===== src/relocation_pkg.sv =====
// constants, field layouts and carriers for the address relocation unit
// assumes one system clock; shared by the top and both leaf modules
package relocation_pkg;
    localparam int VA_W = 16;
    localparam int PA_W = 18;
    localparam int BASE_W = 12;
    localparam int DESC_W = 16;
    localparam int IDX_W = 4;
    localparam int NENT = 16;
    localparam int BLK_W = 7;
    localparam int DISP_W = 13;
    localparam int BLK_SHIFT = 6;
    localparam int CAUSE_W = 4;

    // register byte offsets on the apb bus
    localparam logic [11:0] OFS_BASE = 12'h000;
    localparam logic [11:0] OFS_DESC = 12'h040;
    localparam logic [11:0] OFS_CTRL = 12'h080;
    localparam logic [11:0] OFS_STAT = 12'h084;
    localparam logic [5:0] BANK_BASE = 6'h00;
    localparam logic [5:0] BANK_DESC = 6'h01;

    // descriptor fields
    localparam int KEY_LO = 1;
    localparam int ED_BIT = 3;
    localparam int LEN_LO = 8;
    localparam logic [15:0] DESC_WMASK = 16'h7f0e;
    localparam logic [1:0] KEY_NONRES = 2'h0;
    localparam logic [1:0] KEY_RO = 2'h1;
    localparam logic [1:0] KEY_UNUSED = 2'h2;
    localparam logic [1:0] KEY_RW = 2'h3;

    // processor mode codes
    localparam logic [1:0] MODE_PRIV = 2'h0;
    localparam logic [1:0] MODE_UNPRIV = 2'h3;

    // abort cause bits
    localparam int CAUSE_LEN = 0;
    localparam int CAUSE_ACCESS = 1;
    localparam int CAUSE_NONRES = 2;
    localparam int CAUSE_MODE = 3;

    // trap vector, octal 250
    localparam logic [8:0] TRAP_VEC = 9'h0a8;
    localparam logic [2:0] IO_PAGE = 3'h7;
    localparam logic [1:0] IO_EXT = 2'h3;
    localparam int CTRL_EN = 0;
    localparam logic [31:0] RESET_WORD = 32'h0000_0000;

    typedef struct packed {
        logic valid;
        logic write;
        logic [1:0] cur_mode;
        logic [1:0] prev_mode;
        logic use_prev;
        logic [15:0] vaddr;
    } cpu_req_t;

    typedef struct packed {
        logic valid;
        logic write;
        logic [17:0] paddr;
    } bus_req_t;
endpackage


===== src/address_relocation_unit.sv =====
// top of the address relocation and protection unit: apb registers,
// bank selection, two-stage translation pipeline, abort reporting
// assumes the core and bus share CLK_SYS and no back-pressure
//
// Functional notes
// - when enabled, processor addresses are virtual and relocated via a page pair
// - eight 4K-word pages, each relocated through its own pair
// - page length from one to 128 blocks of 32 words
// - a page may start on any 32-word boundary
// - references beyond the allocated part of a short page abort
// - key zero marks the page nonresident; every reference aborts
// - key two allows reads and fetches, aborts writes
// - key six allows reads and writes
// - two banks of eight pairs, privileged and unprivileged
// - bank from current mode, or previous mode when requested
// - mode 00 privileged, 11 unprivileged, others abort while relocation is enabled
// - base and descriptor are always used together per page
// - a reference never maps through the other mode's bank
// - every base and descriptor register has its own bus address
// - an aborted reference issues no bus transfer
// - all management aborts report trap vector octal 250
// - access key in descriptor bits 2:1 with four codes
// - base register holds a twelve-bit base in 32-word blocks
//
// Implementation choices: the placing of the registers and register access over APB.
`timescale 1ns/100ps
`default_nettype none
module address_relocation_unit
    import relocation_pkg::*;
(
    input wire logic CLK_SYS, // system clock, 20 MHz
    input wire logic RST, // async reset, active high
    input wire logic PSEL, // apb select
    input wire logic PENABLE, // apb access phase
    input wire logic PWRITE, // apb direction
    input wire logic [11:0] PADDR, // apb byte address
    input wire logic [31:0] PWDATA, // apb write data
    output logic [31:0] PRDATA, // apb read data
    output logic PREADY, // apb ready
    output logic PSLVERR, // apb error
    input wire relocation_pkg::cpu_req_t CPU_REQ, // core reference
    output relocation_pkg::bus_req_t BUS_REQ, // physical transfer
    output logic ABORT, // reference aborted, pulse
    output logic [8:0] TRAP_VECTOR // vector for the abort
);
    import relocation_pkg::*;

    ////////////////////////////////////////////////////////////////
    // apb decode
    wire logic apb_access = PSEL && PENABLE;
    wire logic aligned = (PADDR[1:0] == 2'h0);
    wire logic hit_base = aligned && (PADDR[11:6] == BANK_BASE);
    wire logic hit_desc = aligned && (PADDR[11:6] == BANK_DESC);
    wire logic hit_ctrl = (PADDR == OFS_CTRL);
    wire logic hit_stat = (PADDR == OFS_STAT);
    wire logic hit_any = hit_base || hit_desc || hit_ctrl || hit_stat;
    wire logic [IDX_W-1:0] sw_idx = PADDR[5:2];
    // one wait state: the first access cycle moves the word into a
    // register, the second answers; writes land on the answering edge
    logic ack_reg;
    wire logic ack_next = apb_access && !ack_reg;
    wire logic apb_wr = apb_access && PWRITE && ack_reg;

    wire logic wr_base = apb_wr && hit_base;
    wire logic wr_desc = apb_wr && hit_desc;
    wire logic wr_ctrl = apb_wr && hit_ctrl;
    wire logic wr_stat = apb_wr && hit_stat;

    logic [31:0] ctrl_reg;
    logic [31:0] ctrl_next;
    logic [CAUSE_W-1:0] stat_reg;
    logic [CAUSE_W-1:0] stat_next;
    logic [IDX_W-1:0] stat_page_reg;
    logic [IDX_W-1:0] stat_page_next;

    ////////////////////////////////////////////////////////////////
    // stage 0: bank and page selection
    // previous mode on request
    wire logic [1:0] mode_sel =
        CPU_REQ.use_prev ? CPU_REQ.prev_mode : CPU_REQ.cur_mode;
    wire logic mode_priv = (mode_sel == MODE_PRIV);
    wire logic mode_unpriv = (mode_sel == MODE_UNPRIV);
    wire logic mode_ok = mode_priv || mode_unpriv;
    // bank bit follows the mode only
    wire logic [IDX_W-1:0] tr_idx = {mode_unpriv, CPU_REQ.vaddr[15:13]};

    logic s1_valid_reg;
    logic s1_write_reg;
    logic s1_mode_ok_reg;
    logic s1_reloc_reg;
    logic [IDX_W-1:0] s1_idx_reg;
    logic [VA_W-1:0] s1_vaddr_reg;

    logic [BASE_W-1:0] sw_base;
    logic [DESC_W-1:0] sw_desc;
    logic [BASE_W-1:0] tr_base;
    logic [DESC_W-1:0] tr_desc;
    logic [PA_W-1:0] reloc_addr;
    logic [CAUSE_W-1:0] cause;

    page_reg_mem u_mem (
        .clk(CLK_SYS),
        .rst(RST),
        .wr_base(wr_base),
        .wr_desc(wr_desc),
        .wr_idx(sw_idx),
        .wr_data(PWDATA[DESC_W-1:0]),
        .sw_idx(sw_idx),
        .sw_base(sw_base),
        .sw_desc(sw_desc),
        .tr_idx(tr_idx),
        .tr_base(tr_base),
        .tr_desc(tr_desc)
    );

    always_ff @(posedge CLK_SYS or posedge RST) begin
        if (RST) begin
            s1_valid_reg <= 1'b0;
            s1_write_reg <= 1'b0;
            s1_mode_ok_reg <= 1'b0;
            s1_reloc_reg <= 1'b0;
            s1_idx_reg <= '0;
            s1_vaddr_reg <= '0;
        end else begin
            s1_valid_reg <= CPU_REQ.valid;
            s1_write_reg <= CPU_REQ.write;
            s1_mode_ok_reg <= mode_ok;
            s1_reloc_reg <= ctrl_reg[CTRL_EN];
            s1_idx_reg <= tr_idx;
            s1_vaddr_reg <= CPU_REQ.vaddr;
        end
    end

    ////////////////////////////////////////////////////////////////
    // stage 1: relocation and checks
    page_check u_check (
        .base(tr_base),
        .desc(tr_desc),
        .vaddr(s1_vaddr_reg),
        .write(s1_write_reg),
        .mode_ok(s1_mode_ok_reg),
        .paddr(reloc_addr),
        .cause(cause)
    );

    // without relocation the top 4K words map onto the i/o page
    wire logic io_page = (s1_vaddr_reg[15:13] == IO_PAGE);
    wire logic [PA_W-1:0] direct_addr =
        {io_page ? IO_EXT : 2'h0, s1_vaddr_reg};
    wire logic [CAUSE_W-1:0] eff_cause =
        s1_reloc_reg ? cause : CAUSE_W'(0);
    wire logic [PA_W-1:0] phys = s1_reloc_reg ? reloc_addr : direct_addr;
    wire logic abort_now = s1_valid_reg && (eff_cause != '0);
    // aborted references stay off the bus
    wire logic pass_now = s1_valid_reg && (eff_cause == '0);

    bus_req_t bus_reg;
    bus_req_t bus_next;
    logic abort_reg;
    logic [8:0] vec_reg;

    always_comb begin
        bus_next.valid = pass_now;
        bus_next.write = s1_write_reg;
        bus_next.paddr = phys;
    end

    always_ff @(posedge CLK_SYS or posedge RST) begin
        if (RST) begin
            bus_reg <= '0;
            abort_reg <= 1'b0;
            vec_reg <= '0;
        end else begin
            bus_reg <= bus_next;
            abort_reg <= abort_now;
            vec_reg <= abort_now ? TRAP_VEC : 9'h000;
        end
    end

    assign BUS_REQ = bus_reg;
    assign ABORT = abort_reg;
    assign TRAP_VECTOR = vec_reg;

    ////////////////////////////////////////////////////////////////
    // control and sticky status; a new abort wins over a clear
    always_comb begin
        ctrl_next = ctrl_reg;
        if (wr_ctrl) begin
            ctrl_next = RESET_WORD;
            ctrl_next[CTRL_EN] = PWDATA[CTRL_EN];
        end
        stat_next = stat_reg;
        if (wr_stat) begin
            stat_next = stat_reg & ~PWDATA[CAUSE_W-1:0];
        end
        stat_next = stat_next | (abort_now ? eff_cause : CAUSE_W'(0));
        stat_page_next = abort_now ? s1_idx_reg : stat_page_reg;
    end

    always_ff @(posedge CLK_SYS or posedge RST) begin
        if (RST) begin
            ctrl_reg <= RESET_WORD;
            stat_reg <= '0;
            stat_page_reg <= '0;
        end else begin
            ctrl_reg <= ctrl_next;
            stat_reg <= stat_next;
            stat_page_reg <= stat_page_next;
        end
    end

    ////////////////////////////////////////////////////////////////
    // read mux; pair data was fetched during the setup cycle
    wire logic [31:0] rd_base = 32'(sw_base);
    wire logic [31:0] rd_desc = 32'(sw_desc);
    wire logic [31:0] rd_stat = 32'({stat_page_reg, stat_reg});
    wire logic [31:0] rd_data =
        hit_base ? rd_base :
        hit_desc ? rd_desc :
        hit_ctrl ? ctrl_reg :
        hit_stat ? rd_stat : RESET_WORD;

    wire logic [31:0] prdata_next = (ack_next && !PWRITE) ? rd_data : RESET_WORD;
    logic [31:0] prdata_reg;

    always_ff @(posedge CLK_SYS or posedge RST) begin
        if (RST) begin
            ack_reg <= 1'b0;
            prdata_reg <= RESET_WORD;
        end else begin
            ack_reg <= ack_next;
            prdata_reg <= prdata_next;
        end
    end

    assign PRDATA = prdata_reg;
    assign PREADY = ack_reg;
    assign PSLVERR = apb_access && ack_reg && !hit_any;
endmodule
`default_nettype wire


===== src/page_reg_mem.sv =====
// storage for sixteen page register pairs (eight per mode bank)
// assumes one clock; writes and reads sample on the rising edge
`timescale 1ns/100ps
`default_nettype none
module page_reg_mem
    import relocation_pkg::*;
(
    input wire logic clk, // system clock
    input wire logic rst, // async reset, active high
    input wire logic wr_base, // write a base register
    input wire logic wr_desc, // write a descriptor register
    input wire logic [IDX_W-1:0] wr_idx, // entry written
    input wire logic [DESC_W-1:0] wr_data, // write data, descriptor bits masked on store
    input wire logic [IDX_W-1:0] sw_idx, // software read entry
    output logic [BASE_W-1:0] sw_base, // software read base
    output logic [DESC_W-1:0] sw_desc, // software read descriptor
    input wire logic [IDX_W-1:0] tr_idx, // translation read entry
    output logic [BASE_W-1:0] tr_base, // translation base
    output logic [DESC_W-1:0] tr_desc // translation descriptor
);
    logic [BASE_W-1:0] base_reg [NENT];
    logic [DESC_W-1:0] desc_reg [NENT];

    ////////////////////////////////////////////////////////////////
    genvar i;
    generate
        for (i = 0; i < NENT; i++) begin : g_ent
            wire logic hit = (wr_idx == IDX_W'(i));
            always_ff @(posedge clk or posedge rst) begin
                if (rst) begin
                    base_reg[i] <= '0;
                    desc_reg[i] <= '0;
                end else begin
                    if (wr_base && hit)
                        base_reg[i] <= wr_data[BASE_W-1:0];
                    if (wr_desc && hit)
                        desc_reg[i] <= wr_data & DESC_WMASK;
                end
            end
        end
    endgenerate

    ////////////////////////////////////////////////////////////////
    // a write in the same cycle as a read returns the old contents
    always_ff @(posedge clk or posedge rst) begin
        if (rst) begin
            sw_base <= '0;
            sw_desc <= '0;
            tr_base <= '0;
            tr_desc <= '0;
        end else begin
            sw_base <= base_reg[sw_idx];
            sw_desc <= desc_reg[sw_idx];
            tr_base <= base_reg[tr_idx];
            tr_desc <= desc_reg[tr_idx];
        end
    end
endmodule
`default_nettype wire


===== src/page_check.sv =====
// combinational relocation and access check for one page reference
// assumes its inputs come from registers of the same clock
`timescale 1ns/100ps
`default_nettype none
module page_check
    import relocation_pkg::*;
(
    input wire logic [BASE_W-1:0] base, // page base field
    input wire logic [DESC_W-1:0] desc, // page descriptor
    input wire logic [VA_W-1:0] vaddr, // virtual address
    input wire logic write, // reference modifies memory
    input wire logic mode_ok, // mode code legal
    output logic [PA_W-1:0] paddr, // relocated address
    output logic [CAUSE_W-1:0] cause // abort causes
);
    wire logic [1:0] key = desc[KEY_LO+1:KEY_LO];
    wire logic ed = desc[ED_BIT];
    wire logic [BLK_W-1:0] len = desc[LEN_LO+BLK_W-1:LEN_LO];
    wire logic [BLK_W-1:0] blk = vaddr[DISP_W-1:BLK_SHIFT];
    wire logic [PA_W-1:0] base_sh = {base, BLK_SHIFT'(0)};
    wire logic [PA_W-1:0] disp = PA_W'(vaddr[DISP_W-1:0]);

    ////////////////////////////////////////////////////////////////
    // base plus displacement
    assign paddr = base_sh + disp;
    assign cause[CAUSE_LEN] = ed ? (blk < len) : (blk > len);
    assign cause[CAUSE_NONRES] = (key == KEY_NONRES) || (key == KEY_UNUSED);
    assign cause[CAUSE_ACCESS] = (key == KEY_RO) && write;
    assign cause[CAUSE_MODE] = !mode_ok;
endmodule
`default_nettype wire


===== config.mk =====
export PLATFORM = sky130hd
export DESIGN_NAME = address_relocation_unit
export DESIGN_NICKNAME = d
export VERILOG_FILES = /design/src/relocation_pkg.sv /design/src/address_relocation_unit.sv /design/src/page_reg_mem.sv /design/src/page_check.sv
export SDC_FILE = /design/constraint.sdc
export NUM_CORES = 1
export LEC_CHECK = 0
export ABC_CLOCK_PERIOD_IN_PS = 25900
export BUFFER_PORTS_ARGS = -buffer_cell sky130_fd_sc_hd__clkbuf_2
export CORE_AREA = 2 2 185 259
export DETAILED_ROUTE_END_ITERATION = 8
export DIE_AREA = 0 0 187 261
export PLACE_DENSITY = 0.67
export SYNTH_ARGS = -nofsm -noshare
export SYNTH_HDL_FRONTEND = slang
export SYNTH_HIERARCHICAL = 1
export SYNTH_SLANG_ARGS = --single-unit

===== constraint.sdc =====
create_clock -name CLK_SYS -period 25.9 [get_ports CLK_SYS]
set_clock_uncertainty 0.2 [all_clocks]
set_input_delay 2.59 -clock CLK_SYS [delete_from_list [all_inputs] [get_ports CLK_SYS]]
set_output_delay 2.59 -clock CLK_SYS [all_outputs]
set_load 0.01 [all_outputs]

======== Word level (Yosys, flattened, before mapping) ========
Index checks and enable logic that the tools add are counted.
word-level totals
  word-level logic and storage cells ...... 173
  bits of input ports ..................... 72
  output and inout port bits .............. 64
  bits in registers ....................... 486
operators by class
  multiplexer cells ....................... 25
  reductions and logical operators ........ 64
  add/sub/neg operators ................... 1
  equality and inequality tests ........... 22
  bitwise logic cells ..................... 5
  order comparisons ....................... 4
operators with widths
  cell                                                              count
  16-bit binary-select mux with 4-bit select                        2
  12-bit binary-select mux with 4-bit select                        2
  16-bit two-way mux                                                5
  1-bit logical AND                                                 48
  12-bit two-way mux                                                4
  4-bit == test, second input constant                              8
  15-bit two-way mux                                                2
  12-bit by 8-bit == test with 1-bit output, second input constant  2
  8-bit two-way mux                                                 3
  18-bit by 13-bit adder with 18-bit output                         1
  18-bit two-way mux                                                1
  4-bit by 3-bit == test with 1-bit output, second input constant   4
  4-bit two-way mux                                                 3
  5-bit greater-or-equal comparator, second input constant          2
  4-bit inverter with 5-bit output                                  2
  4-bit by 2-bit == test with 1-bit output, second input constant   2
  4-bit logical NOT                                                 2
  7-bit > comparator                                                1
  7-bit less-than comparator                                        1
  6-bit by 1-bit == test with 1-bit output, second input constant   1
  2-bit logical NOT                                                 3
  6-bit logical NOT                                                 1
  1-bit logical OR                                                  5
  4-bit AND                                                         1
  other kinds (10)                                                  15

======== Longest topological paths before layout ========
  word-level depth ........................ 7
  depth in mapped cells ................... 10
  mapped depth without buffers ............ 10

======== Modules after synthesis ========
Netlist, hierarchy kept.
by module, submodules not included
  module                   instances  seq. area each (µm²)  area an instance (µm²)  cells each
  page_reg_mem             1          9909.5                19537.5                 1231
  address_relocation_unit  1          1701.6                2810.2                  215
  page_check               1          0.0                   596.8                   77

======== Worst setup path before layout ========
No wires, ideal clock.
  kind .................................... input-to-output
  from .................................... input port PADDR[9]
  to ...................................... output port PSLVERR
  data required time ...................... 23.110 ns
  stages .................................. 3
  slack ................................... 19.599 ns
  path buffers ............................ 0
  arrival ................................. 3.511 ns
  cell sequence ........................... nor4_2 > nand3_1 > nor4bb_1
on the way
  word-level cells in the longest chain between the ends .. 7
  elaborated cells on any way between the ends .. 11
  classes of those cells .................. 3 x eq/ne; 8 x reduce/logical
ends and longest elaborated chain
  element                                                                        RTL line                                                      source
  start: declaration                                                             address_relocation_unit.sv:36                                 input wire logic [11:0] PADDR,
  6-bit by 1-bit == test with 1-bit output or 6-bit logical NOT (tied branches)  address_relocation_unit.sv:53, address_relocation_unit.sv:52
  1-bit logical AND (on tied branches)                                           address_relocation_unit.sv:53, address_relocation_unit.sv:52
  1-bit logical OR (2 in series)                                                 address_relocation_unit.sv:56                                 wire logic hit_any = hit_base || hit_desc || hit_ctrl || hit_stat;
  1-bit logical OR (*)                                                           address_relocation_unit.sv:56
  1-bit logical NOT (*)                                                          address_relocation_unit.sv:238                                assign PSLVERR = apb_access && ack_reg && !hit_any;
  1-bit logical AND (*)                                                          address_relocation_unit.sv:238
  end: declaration                                                               address_relocation_unit.sv:40                                 output logic PSLVERR,
Every way passes the cells marked *; elsewhere a longest branch is shown, timed or not.

======== Final worst setup path ========
  from .................................... input port PADDR[3]
  to ...................................... output port PSLVERR
on the way
  word-level cells in the longest chain between the ends .. 5
  elaborated cells on any way between the ends .. 6
  classes of those cells .................. 2 x eq/ne; 4 x reduce/logical
ends and longest elaborated chain
  element                                    RTL line                        source
  12-bit by 8-bit == test with 1-bit output  address_relocation_unit.sv:54   wire logic hit_ctrl = (PADDR == OFS_CTRL);
  1-bit logical OR                           address_relocation_unit.sv:56
  1-bit logical OR (*)                       address_relocation_unit.sv:56
  1-bit logical NOT (*)                      address_relocation_unit.sv:238
  1-bit logical AND (*)                      address_relocation_unit.sv:238
Marked as above.

==> reports/results.txt <==
Clock Path Buffers -> 3
Clock Latency Late Sink -> 0.57 ns
via count -> 13581
Met1 Wirelength -> 22.9 mm
Post-DRT Antenna Nets -> 0
Fmax -> 0.143 GHz
reg2reg setup slack -> 22.33 ns
status -> complete, no violations
dpl hpwl -> 35.8 mm
Layout area overhead -> 9.99%
Final nets -> 1649
cell area power density -> 58.6 nW/um^2
PortBufs -> 96
Worst path max stage delay -> 0.51 ns
Antenna Cells -> 0
Cell Area, Placed -> 23700 um^2
Worst EP required -> 23.11 ns
Pleak -> 11.9 nW
R2R depth -> 5
CTS buffer count -> 44
YS warnings -> 6
Max IR drop VDD -> 0.0000553 V
critical path class -> in2out
DRT Pass-1 Iters -> 4
Hold EP -> s1_reloc_reg
Slew Limit Fails -> 0
GRT overflow -> 0
CP Capture Type -> output port
WL met3 -> 2.86 mm
CTS root buf -> clkbuf_16
Routability Congestion -> 0.827
Fin Setup TNS -> 0 ns
fraction of layout cells with a size suffix above 1 -> 48.4%
deepest level of the CTS H-tree -> 2
final period utilization -> 27.0%
GRT Total Usage -> 23.6%
Die Area -> 48800 um^2
minimum clock period -> 6.99 ns
synthesized area per cell -> 15.1 um^2
vias in the first global route -> 14192
Rows -> 94
worst-margin pin slew -> 1.12 ns
clk sink count -> 464
Post-Syn Area -> 22900 um^2
largest net degree at the start of global routing -> 94
via/cell ratio -> 6.13
DR iter-0 viols -> 892
die span in y -> 261 um
CP max FO -> 52
fin area -> 25200 um^2
FF-to-FF Start -> PREADY
WP data arrival -> 4.20 ns
Hold Buf Count CTS -> 0
DIE WIDTH -> 187 um
post-CTS setup buffer count -> 0
initial antenna violation count -> 0
I/O pin total -> 136
post-cts sizing count -> 0
Hold Fails Final Rpt -> 0
reg2reg end -> u_mem/base_reg[144]
core area -> 46700 um^2
max reg flops -> 192
MaxCap Viol Count -> 0
clk slew on worst S/H paths -> 0.06 ns
Max-slew headroom -> 25.7%
RSZ-0062 raised after global routing -> no
CTS tree -> done
DR top layer -> met4
CP cell instances -> buf_4 > nor4b_1 > nand3_1 > nor4bb_1 > clkbuf_2
Worst Hold Class -> reg2reg
cells after synthesis -> 1517
DR WL met2 -> 28.7 mm
initial core utilization -> 49.0%
first-pass GRT wire length -> 86.9 mm
overall routed net length -> 56.8 mm
hold path startpoint -> ctrl_reg[0]
hold path depth -> 0
drt drc -> 0
Startpoint Class -> primary input
setup violators final -> 0
worst-path cell with the longest stage delay -> nor4b_1
drt wl/cell -> 25.6 um
## through the flow
stage	cells	utilization, %	setup slack (ns)	hold slack [ns]	power (mW)
final	2215	53.9	18.91	0.201	1.47
after detailed placement	2139	50.8	18.87	0.191	0.827
after CTS	2215	53.9	18.87	0.206	1.49
after global placement	2139	50.8	18.88	0.186	0.826
after floorplan	1543	-	12.10	0.146	0.801
after global routing	2215	53.9	18.79	0.218	1.52
## how the worst max path moves through the flow
stage	from	end	slack (ns)	cells past startpoint
2_1_floorplan	RST	u_mem/base_reg[0]	12.10	1
3_3_place_gp	PADDR[3]	PSLVERR	18.88	5
3_5_place_dp	PADDR[3]	PSLVERR	18.87	5
4_1_cts	PADDR[3]	PSLVERR	18.87	5
5_1_grt	PADDR[3]	PSLVERR	18.79	5
6_report	PADDR[3]	PSLVERR	18.91	5
## final cells by class
class	count	area, um^2
Fill cell	3785	21500
Sequential cell	464	11600
Multi-Input combinational cell	907	10500
Clock buffer	64	1300
Tap cell	624	781
Timing Repair Buffer	122	693
Clock inverter	12	165
Inverter	22	90.1
## critical path, delay by kind of cell
kind	cells	cell delay, ns
buffers and inverters	2	0.43
AND/OR/NAND/NOR	3	1.16
## layer usage
metal | track usage, % | vias to the layer above
met5 | 0 | -
met4 | 9.79 | 0
met3 | 2.83 | 126
met2 | 40.6 | 412
met1 | 30.6 | 7248
li1 | - | 5795
## power breakdown
part / switching [mW] / total, mW / internal [mW]
Sequential: 0.00230 / 0.731 / 0.728
Combinational: 0.0597 / 0.0820 / 0.0222
Clock: 0.276 / 0.662 / 0.386
Total: 0.338 / 1.47 / 1.14
## layout by cell type, fill, tap and decap left out, drive strengths merged, types with 10 or more instances in the layout
master,n
buf,30
clkbuf,156
nor2,29
mux4,176
inv,22
a22oi,88
conb,28
mux2,377
dfrtp,464
nand3,10
nand2,71
mux2i,11
ha,15
Power figures use the tool's default switching activity.
